`config.mk`:
```
export PLATFORM = sky130hd
export DESIGN_NAME = asgor_regs
export DESIGN_NICKNAME = d
export VERILOG_FILES = /design/src/core/asgor_pkg.sv /design/src/core/asgor_colour_bank.sv /design/src/core/asgor_pulse_detect.sv /design/src/core/asgor_regs.sv
export SDC_FILE = /design/constraint.sdc
export NUM_CORES = 1
export LEC_CHECK = 0
export ABC_AREA = 1
export BUFFER_PORTS_ARGS = -buffer_cell sky130_fd_sc_hd__buf_2
export CAP_MARGIN = 10
export CORE_MARGIN = 2
export CORE_UTILIZATION = 35
export DETAILED_ROUTE_END_ITERATION = 8
export GPL_ROUTABILITY_DRIVEN = 0
export SYNTH_ARGS = -nofsm -noshare
export SYNTH_HDL_FRONTEND = slang
export SYNTH_SLANG_ARGS = --single-unit
```
`constraint.sdc`:
```
create_clock -name clock -period 5.9 [get_ports clock]
set_clock_uncertainty 0.2 [all_clocks]
set_input_delay 1.18 -clock clock [delete_from_list [all_inputs] [get_ports clock]]
set_output_delay 1.18 -clock clock [all_outputs]
set_load 0.005 [all_outputs]
```
`src/core/asgor_pkg.sv`:
```
// Package of register map, field layout and reset values for the AFE control bank
`default_nettype none
package asgor_pkg;
	// Register byte addresses (one aligned word each)
	localparam logic [5:0] ADDR_SAMPLE_PULSE_CONFIG = 6'h00;
	localparam logic [5:0] ADDR_TEST_OUTPUT_SELECT = 6'h04;
	localparam logic [5:0] ADDR_RED_OFFSET = 6'h08;
	localparam logic [5:0] ADDR_GREEN_OFFSET = 6'h0c;
	localparam logic [5:0] ADDR_BLUE_OFFSET = 6'h10;
	localparam logic [5:0] ADDR_ALL_OFFSET = 6'h14;
	localparam logic [5:0] ADDR_RED_GAIN = 6'h18;
	localparam logic [5:0] ADDR_GREEN_GAIN = 6'h1c;
	localparam logic [5:0] ADDR_BLUE_GAIN = 6'h20;
	localparam logic [5:0] ADDR_ALL_GAIN = 6'h24;
	localparam logic [5:0] ADDR_COLOUR_SELECT = 6'h28;
	localparam logic [5:0] ADDR_APPLIED_CODES = 6'h2c;
	// Field positions
	localparam int DET_EN_BIT = 0;
	localparam int DELAY_LSB = 1;
	localparam int DELAY_MSB = 3;
	localparam int POL_BIT = 4;
	localparam int TEST_CLOCK_OUT_SELECT_BIT = 0;
	// Reset values
	localparam logic [7:0] SPC_RESET = 8'h00;
	localparam logic [7:0] TOS_RESET = 8'h00;
	localparam logic [7:0] OFFSET_RESET = 8'h80;
	localparam logic [7:0] GAIN_RESET = 8'h00;
	localparam logic [1:0] COLOUR_RESET = 2'h0;
	// Colour select encodings
	localparam logic [1:0] COL_RED = 2'h0;
	localparam logic [1:0] COL_GREEN = 2'h1;
	localparam logic [1:0] COL_BLUE = 2'h2;
	// Unmapped reads return this
	localparam logic [31:0] UNMAPPED_READ = 32'h0000_0000;
endpackage
`default_nettype wire

```
`src/core/asgor_colour_bank.sv`:
```
// Three colour code registers with broadcast load and colour-selected output
`default_nettype none
module asgor_colour_bank #(
	parameter logic [7:0] RESET_VAL = 8'h00
)
(
	input wire logic clock,
	input wire logic rst_sync_n,
	input wire logic [2:0] wr_one,
	input wire logic wr_all,
	input wire logic [7:0] wdata,
	input wire logic [1:0] colour_select,
	output logic [23:0] codes,
	output logic [7:0] applied
);
	logic [7:0] code_q [3];

	// Per-colour storage; broadcast has no storage, it only loads all three
	for (genvar i = 0; i < 3; i++)
	begin : g_col
		always_ff @(posedge clock or negedge rst_sync_n)
		begin
			if (!rst_sync_n)
				code_q[i] <= RESET_VAL;
			else if (wr_all || wr_one[i])
				code_q[i] <= wdata;
		end
		assign codes[8*i +: 8] = code_q[i];
	end

	// Colour selection; reserved code 11 falls back to red
	always_comb
	begin
		unique case (colour_select)
			asgor_pkg::COL_GREEN: applied = code_q[1];
			asgor_pkg::COL_BLUE: applied = code_q[2];
			default: applied = code_q[0];
		endcase
	end
endmodule
`default_nettype wire

```
`src/core/asgor_pulse_detect.sv`:
```
// Sample-pulse conditioner: pass-through or edge detect with programmable delay
`default_nettype none
module asgor_pulse_detect #(
	parameter int DELAY_W = 3
)
(
	input wire logic clock,
	input wire logic rst_sync_n,
	input wire logic sample_pulse_input,
	input wire logic pulse_detect_enable,
	input wire logic edge_polarity_select,
	input wire logic [DELAY_W-1:0] pulse_delay_count,
	output logic internal_sync_pulse
);
	// The shift line holds 2**DELAY_W taps, so very wide fields are refused
	if (DELAY_W < 1 || DELAY_W > 8)
	begin : g_bad_width
		$error("DELAY_W out of range");
	end

	logic prev_q;
	logic [(1<<DELAY_W)-1:0] pipe_q;
	logic hit;

	// Previous pin level for edge detection
	always_ff @(posedge clock or negedge rst_sync_n)
	begin
		if (!rst_sync_n)
			prev_q <= 1'b0;
		else
			prev_q <= sample_pulse_input;
	end

	// Chosen edge: rising when polarity is 1, falling otherwise
	assign hit = edge_polarity_select ? (sample_pulse_input & ~prev_q)
		: (~sample_pulse_input & prev_q);

	// Shift line; tap N gives a delay of N+1 clock periods after the edge
	always_ff @(posedge clock or negedge rst_sync_n)
	begin
		if (!rst_sync_n)
			pipe_q <= '0;
		else
			pipe_q <= {pipe_q[(1<<DELAY_W)-2:0], hit};
	end

	// Mode select; delay N reads tap N-1, delay 0 takes the detect cycle itself
	always_comb
	begin
		if (!pulse_detect_enable)
			internal_sync_pulse = sample_pulse_input;
		else if (pulse_delay_count == '0)
			internal_sync_pulse = hit;
		else
			internal_sync_pulse = pipe_q[pulse_delay_count - 1'b1];
	end
endmodule
`default_nettype wire

```
`src/core/asgor_regs.sv`:
```
// Top: Avalon-MM register bank for sample-pulse setup, test output and offset/gain codes
`default_nettype none
// Functional notes
// - Detect off: pin level passes straight through
// - Detect on: internal pulse built from pin
// - Internal pulse delayed by delay field periods
// - Polarity bit picks rising or falling edge
// - Test select 0: nibble carries ADC data
// - Three offset codes, reset 0x80, colour-selected
// - Broadcast offset write loads all three
// - Three gain codes, reset zero, colour-selected
// - Broadcast gain write loads all three
// - Colour select 00 red, 01 green, 10 blue
module asgor_regs (
	input wire logic clock,
	input wire logic rst_n,
	input wire logic [5:0] avs_address,
	input wire logic avs_read,
	input wire logic avs_write,
	input wire logic [31:0] avs_writedata,
	input wire logic [3:0] avs_byteenable,
	output logic [31:0] avs_readdata,
	output logic avs_waitrequest,
	input wire logic sample_pulse_input,
	input wire logic [3:0] adc_data_nibble,
	input wire logic video_sample_clock,
	input wire logic adc_clock,
	input wire logic reset_sample_clock,
	output logic [3:0] output_nibble,
	output logic timing_sync_pulse,
	output logic [7:0] applied_offset_code,
	output logic [7:0] applied_gain_code
);
	// ----------------------------------------
	// Reset release
	// ----------------------------------------
	logic rst_s1_q;
	logic rst_sync_n;

	// Two-stage release keeps deassertion synchronous to the clock
	always_ff @(posedge clock or negedge rst_n)
	begin
		if (!rst_n)
		begin
			rst_s1_q <= 1'b0;
			rst_sync_n <= 1'b0;
		end
		else
		begin
			rst_s1_q <= 1'b1;
			rst_sync_n <= rst_s1_q;
		end
	end

	// ----------------------------------------
	// Bus slave
	// ----------------------------------------
	logic ack_q;
	logic wr_take;
	logic rd_take;
	logic lane0;
	logic [7:0] spc_q;
	logic [7:0] tos_q;
	logic [1:0] colour_select_q;
	logic [23:0] offset_codes;
	logic [23:0] gain_codes;
	logic [7:0] applied_offset;
	logic [7:0] applied_gain;
	logic internal_sync_pulse;

	// Waitrequest drops one cycle after a request arrives, so every access takes two cycles
	always_ff @(posedge clock or negedge rst_sync_n)
	begin
		if (!rst_sync_n)
			ack_q <= 1'b0;
		else
			ack_q <= (avs_read || avs_write) && !ack_q;
	end

	assign avs_waitrequest = !ack_q;
	assign wr_take = avs_write && ack_q;
	assign rd_take = avs_read && ack_q;
	assign lane0 = avs_byteenable[0];

	// ----------------------------------------
	// Control registers
	// ----------------------------------------
	// Config register stores all eight bits; software keeps 7:5 at zero
	always_ff @(posedge clock or negedge rst_sync_n)
	begin
		if (!rst_sync_n)
			spc_q <= asgor_pkg::SPC_RESET;
		else if (wr_take && lane0 && avs_address == asgor_pkg::ADDR_SAMPLE_PULSE_CONFIG)
			spc_q <= avs_writedata[7:0];
	end

	// Test output select
	always_ff @(posedge clock or negedge rst_sync_n)
	begin
		if (!rst_sync_n)
			tos_q <= asgor_pkg::TOS_RESET;
		else if (wr_take && lane0 && avs_address == asgor_pkg::ADDR_TEST_OUTPUT_SELECT)
			tos_q <= avs_writedata[7:0];
	end

	// Colour select lives in its own register here
	always_ff @(posedge clock or negedge rst_sync_n)
	begin
		if (!rst_sync_n)
			colour_select_q <= asgor_pkg::COLOUR_RESET;
		else if (wr_take && lane0 && avs_address == asgor_pkg::ADDR_COLOUR_SELECT)
			colour_select_q <= avs_writedata[1:0];
	end

	// ----------------------------------------
	// Offset and gain banks
	// ----------------------------------------
	asgor_colour_bank #(
		.RESET_VAL(asgor_pkg::OFFSET_RESET)
	) u_offset (
		.clock(clock),
		.rst_sync_n(rst_sync_n),
		.wr_one({wr_take && lane0 && avs_address == asgor_pkg::ADDR_BLUE_OFFSET,
			wr_take && lane0 && avs_address == asgor_pkg::ADDR_GREEN_OFFSET,
			wr_take && lane0 && avs_address == asgor_pkg::ADDR_RED_OFFSET}),
		.wr_all(wr_take && lane0 && avs_address == asgor_pkg::ADDR_ALL_OFFSET),
		.wdata(avs_writedata[7:0]),
		.colour_select(colour_select_q),
		.codes(offset_codes),
		.applied(applied_offset)
	);

	asgor_colour_bank #(
		.RESET_VAL(asgor_pkg::GAIN_RESET)
	) u_gain (
		.clock(clock),
		.rst_sync_n(rst_sync_n),
		.wr_one({wr_take && lane0 && avs_address == asgor_pkg::ADDR_BLUE_GAIN,
			wr_take && lane0 && avs_address == asgor_pkg::ADDR_GREEN_GAIN,
			wr_take && lane0 && avs_address == asgor_pkg::ADDR_RED_GAIN}),
		.wr_all(wr_take && lane0 && avs_address == asgor_pkg::ADDR_ALL_GAIN),
		.wdata(avs_writedata[7:0]),
		.colour_select(colour_select_q),
		.codes(gain_codes),
		.applied(applied_gain)
	);

	// Applied codes are registered so outputs come from flops
	// Gain code maps to 0.78 + code * 7.57 / 255 in the analogue stage
	always_ff @(posedge clock or negedge rst_sync_n)
	begin
		if (!rst_sync_n)
		begin
			applied_offset_code <= asgor_pkg::OFFSET_RESET;
			applied_gain_code <= asgor_pkg::GAIN_RESET;
		end
		else
		begin
			applied_offset_code <= applied_offset;
			applied_gain_code <= applied_gain;
		end
	end

	// ----------------------------------------
	// Read path
	// ----------------------------------------
	// Broadcast locations read zero: they hold nothing
	always_ff @(posedge clock or negedge rst_sync_n)
	begin
		if (!rst_sync_n)
			avs_readdata <= asgor_pkg::UNMAPPED_READ;
		else if ((avs_read || avs_write) && !ack_q)
		begin
			unique case (avs_address)
				asgor_pkg::ADDR_SAMPLE_PULSE_CONFIG: avs_readdata <= {24'h000000, spc_q};
				asgor_pkg::ADDR_TEST_OUTPUT_SELECT: avs_readdata <= {24'h000000, tos_q};
				asgor_pkg::ADDR_RED_OFFSET: avs_readdata <= {24'h000000, offset_codes[7:0]};
				asgor_pkg::ADDR_GREEN_OFFSET: avs_readdata <= {24'h000000, offset_codes[15:8]};
				asgor_pkg::ADDR_BLUE_OFFSET: avs_readdata <= {24'h000000, offset_codes[23:16]};
				asgor_pkg::ADDR_RED_GAIN: avs_readdata <= {24'h000000, gain_codes[7:0]};
				asgor_pkg::ADDR_GREEN_GAIN: avs_readdata <= {24'h000000, gain_codes[15:8]};
				asgor_pkg::ADDR_BLUE_GAIN: avs_readdata <= {24'h000000, gain_codes[23:16]};
				asgor_pkg::ADDR_COLOUR_SELECT: avs_readdata <= {30'h00000000, colour_select_q};
				asgor_pkg::ADDR_APPLIED_CODES:
					avs_readdata <= {16'h0000, applied_gain, applied_offset};
				default: avs_readdata <= asgor_pkg::UNMAPPED_READ;
			endcase
		end
	end

	// ----------------------------------------
	// Sample-pulse conditioning
	// ----------------------------------------
	asgor_pulse_detect #(
		.DELAY_W(3)
	) u_detect (
		.clock(clock),
		.rst_sync_n(rst_sync_n),
		.sample_pulse_input(sample_pulse_input),
		.pulse_detect_enable(spc_q[asgor_pkg::DET_EN_BIT]),
		.edge_polarity_select(spc_q[asgor_pkg::POL_BIT]),
		.pulse_delay_count(spc_q[asgor_pkg::DELAY_MSB:asgor_pkg::DELAY_LSB]),
		.internal_sync_pulse(internal_sync_pulse)
	);

	// Timing pulse is registered; costs one cycle but keeps the output glitch free
	always_ff @(posedge clock or negedge rst_sync_n)
	begin
		if (!rst_sync_n)
			timing_sync_pulse <= 1'b0;
		else
			timing_sync_pulse <= internal_sync_pulse;
	end

	// ----------------------------------------
	// Output nibble mux
	// ----------------------------------------
	always_ff @(posedge clock or negedge rst_sync_n)
	begin
		if (!rst_sync_n)
			output_nibble <= 4'h0;
		else if (tos_q[asgor_pkg::TEST_CLOCK_OUT_SELECT_BIT])
			output_nibble <= {internal_sync_pulse, video_sample_clock,
				adc_clock, reset_sample_clock};
		else
			output_nibble <= adc_data_nibble;
	end
endmodule
`default_nettype wire
```
==> flow_metrics.env <==
export IMPL_gr_usage_all_layers_pct=18.01
export IMPL_hold_path_class="reg2reg"
export IMPL_vias=4548
export IMPL_dpl_hpwl_um=10070
export IMPL_pre_cts_ws_ns=2.302
export IMPL_portBuffers=64
export IMPL_syn_inst=666
export IMPL_cts_root_buffer="clkbuf_16"
export IMPL_power_density_nw_per_um2=343.9
export IMPL_tritoncts="done"
export IMPL_timing_final_ws_setup_ns=2.760
export IMPL_path_class="in2reg"
export IMPL_arrival_ns=3.20
export IMPL_ys_types=33
export IMPL_grt_pass1_vias=4207
export IMPL_antenna_found_initial=0
export IMPL_cts_sinks=115
export IMPL_vias_per_cell=4.762
export IMPL_clk_pin_slew_ns=0.06
export IMPL_post_drt_wl_per_cell_um=15.53
export IMPL_fill_cells=1617
export IMPL_ys_top_cells_by_area="dfrtp_1 50%, nand2_1 13%, nand3_1 4.5%"
export IMPL_r2r_cells=10
export IMPL_ant_nets=0
export IMPL_vdd_drop_max_v=0.0001792
export IMPL_clkLatencyLatePin_ns=0.42
export IMPL_yosysWarnings=0
export IMPL_cts_setup_buffers=0
export IMPL_die_h_um=130.5
export IMPL_diodes=0
export IMPL_cp_max_fo=31
export IMPL_synth_async_sr_flop_share_pct=100.0
export IMPL_overflow=0
export IMPL_synth_seq_cells=115
export IMPL_tightestPinTransition_ns=0.8766
export IMPL_core_um2=15770
export IMPL_cts_hold_buf=0
export IMPL_min_period_ns=3.140
export IMPL_drc=0
export IMPL_cp_end_kind="flop"
export IMPL_clock_path_buffers=2
export IMPL_max_freq_ghz=0.3185
export IMPL_leakage_nw=3.293
export IMPL_wirelength_um=14830
export IMPL_initial_utilization_pct=35.53
export IMPL_yosysTopAreaCell="dfrtp_1"
export IMPL_rsz0062_at_grt="false"
export IMPL_ys_seq_area_share_pct=51.45
export IMPL_fin_nets=784
export IMPL_synth_enable_flop_cells=0
export IMPL_cts_resized=0
export IMPL_cp_required_ns=5.96
export IMPL_finalCritPeriodShare_pct=53.22
export IMPL_hold_viol=0
export IMPL_htree_levels=4
export IMPL_slew_headroom_pct=41.49
export IMPL_drv_slew=0
export IMPL_p_total_w=0.002257
export IMPL_setup_viol=0
export IMPL_holdPathStages=0
export IMPL_die_x_um=130.5
export IMPL_num_rows=46
export IMPL_syn_avg_cell_area_um2=8.413
export IMPL_yosysTopAreaCellShare_pct=49.58
export IMPL_startpoint_type="input port"
export IMPL_synth_area_um2=5603
export IMPL_synth_top_flop_cell="dfrtp_1"
export IMPL_drt_iter0_drc=389
export IMPL_pin_count=108
export IMPL_cts_buffers=17
export IMPL_maxCapViolCount=0
export IMPL_grt_pass1_wl_um=22920
export IMPL_status="completed"
export IMPL_tns_ns=0
export IMPL_drive_above_1_share_pct=20.16
export IMPL_area_growth_pct=17.15
export IMPL_dieArea_um2=17040
export IMPL_first_pass_iters=5
export IMPL_grt_max_degree=58
cell usage in the layout, fill, tap and decap left out, types with 5 or more instances in the layout:
master / count
inv_1: 53
a21oi_2: 6
nor2_1: 53
conb_1: 17
o21ai_0: 47
nand3_2: 5
nand2_4: 5
nand2_1: 188
nand2_2: 9
nor2_2: 7
o21ai_1: 16
inv_2: 5
nand4_1: 25
clkbuf_16: 17
dfrtp_1: 110
buf_2: 64
nand3_1: 50
a21oi_1: 23
worst paths after layout:
check	startpoint	to	slack (ns)
setup / recovery	avs_address[1]	u_offset.codes[2]	2.76
min in group asynchronous	rst_sync_n	u_detect.pipe_q[5]	0.21
hold reg to reg	rst_s1_q	rst_sync_n	0.15
setup reg to reg	colour_select_q[0]	avs_readdata[7]	3.32
max in group asynchronous	rst_sync_n	u_offset.codes[22]	4.04
hold / removal	rst_s1_q	rst_sync_n	0.15
Yosys cell counts, drive strengths merged (3+ instances only):
| cell type | count |
|---|---|
| nand4 | 25 |
| nand3 | 55 |
| nand2 | 202 |
| dfrtp | 111 |
| inv | 58 |
| buf | 38 |
| clkbuf | 3 |
| a21oi | 29 |
| ha | 4 |
| nor2 | 64 |
| o21ai | 65 |
| dfstp | 4 |
sequential cells by signal (all words and copies together), names as in the netlist:
name and cells:
ack_q 1, colour_select_q 2, timing_sync_pulse 1, output_nibble 4, u_detect.pipe_q 8, rst_sync_n 1
rst_s1_q 1, tos_q 8, u_gain.codes 24, u_detect.prev_q 1, spc_q 8, applied_offset_code 8
avs_readdata 16, u_offset.codes 24, applied_gain_code 8
critical path, cell delays in order:
cell and delay (ns):
buf_2 0.12, nor2_4 0.67, nand3_1 0.33, o31ai_4 0.71, o21ai_0 0.17
cells by family after synthesis:
group                    count (synthesis)  share of synthesized area, %
AO/OA/AOI/OAI                           96                         9.469
adder cells (fa/ha/maj)                  4                        0.8933
buffers and inverters                  101                         9.759
flip-flops                             115                         51.45
other                                    2                        0.1340
AND/OR/NAND/NOR                        348                         28.29
per-layer routing:
| layer | global-route usage (%) | vias to the layer above | wire [um] |
|---|---|---|---|
| met5 | 0 | - | 0 |
| met4 | 4.944 | 0 | 148 |
| met3 | 4.397 | 10 | 1053 |
| met2 | 28.65 | 180 | 6783 |
| met1 | 24.66 | 2116 | 6845 |
| li1 | - | 2242 | - |
metrics by stage:
stage	cell area [um^2]	cells	utilization (%)	hold slack (ns)
floorplan	5659	681	-	0.1312
global placement	5956	923	37.77	0.1338
detailed placement	5956	923	37.77	0.1381
CTS	6564	955	41.62	0.1517
global route	6564	955	41.62	0.1667
finish	6564	955	41.62	0.1487
power by group:
group | internal, W | switching, W | total, W
combinational | 0.0000884 | 0.000170 | 0.000258
sequential | 0.000879 | 0.0000570 | 0.000936
clock | 0.000669 | 0.000393 | 0.00106
total | 0.00164 | 0.000620 | 0.00226
cell type report:
type	count	area (um^2)	area share [%]
Clock buffer	18	429.2	6.538
Clock inverter	14	178.9	2.726
Inverter	60	226.5	3.450
Multi-Input combinational cell	465	2230	33.97
Sequential cell	115	2887	43.98
Tap cell	216	270.3	4.117
Timing Repair Buffer	67	342.8	5.223
Power figures use the tool's default switching activity.
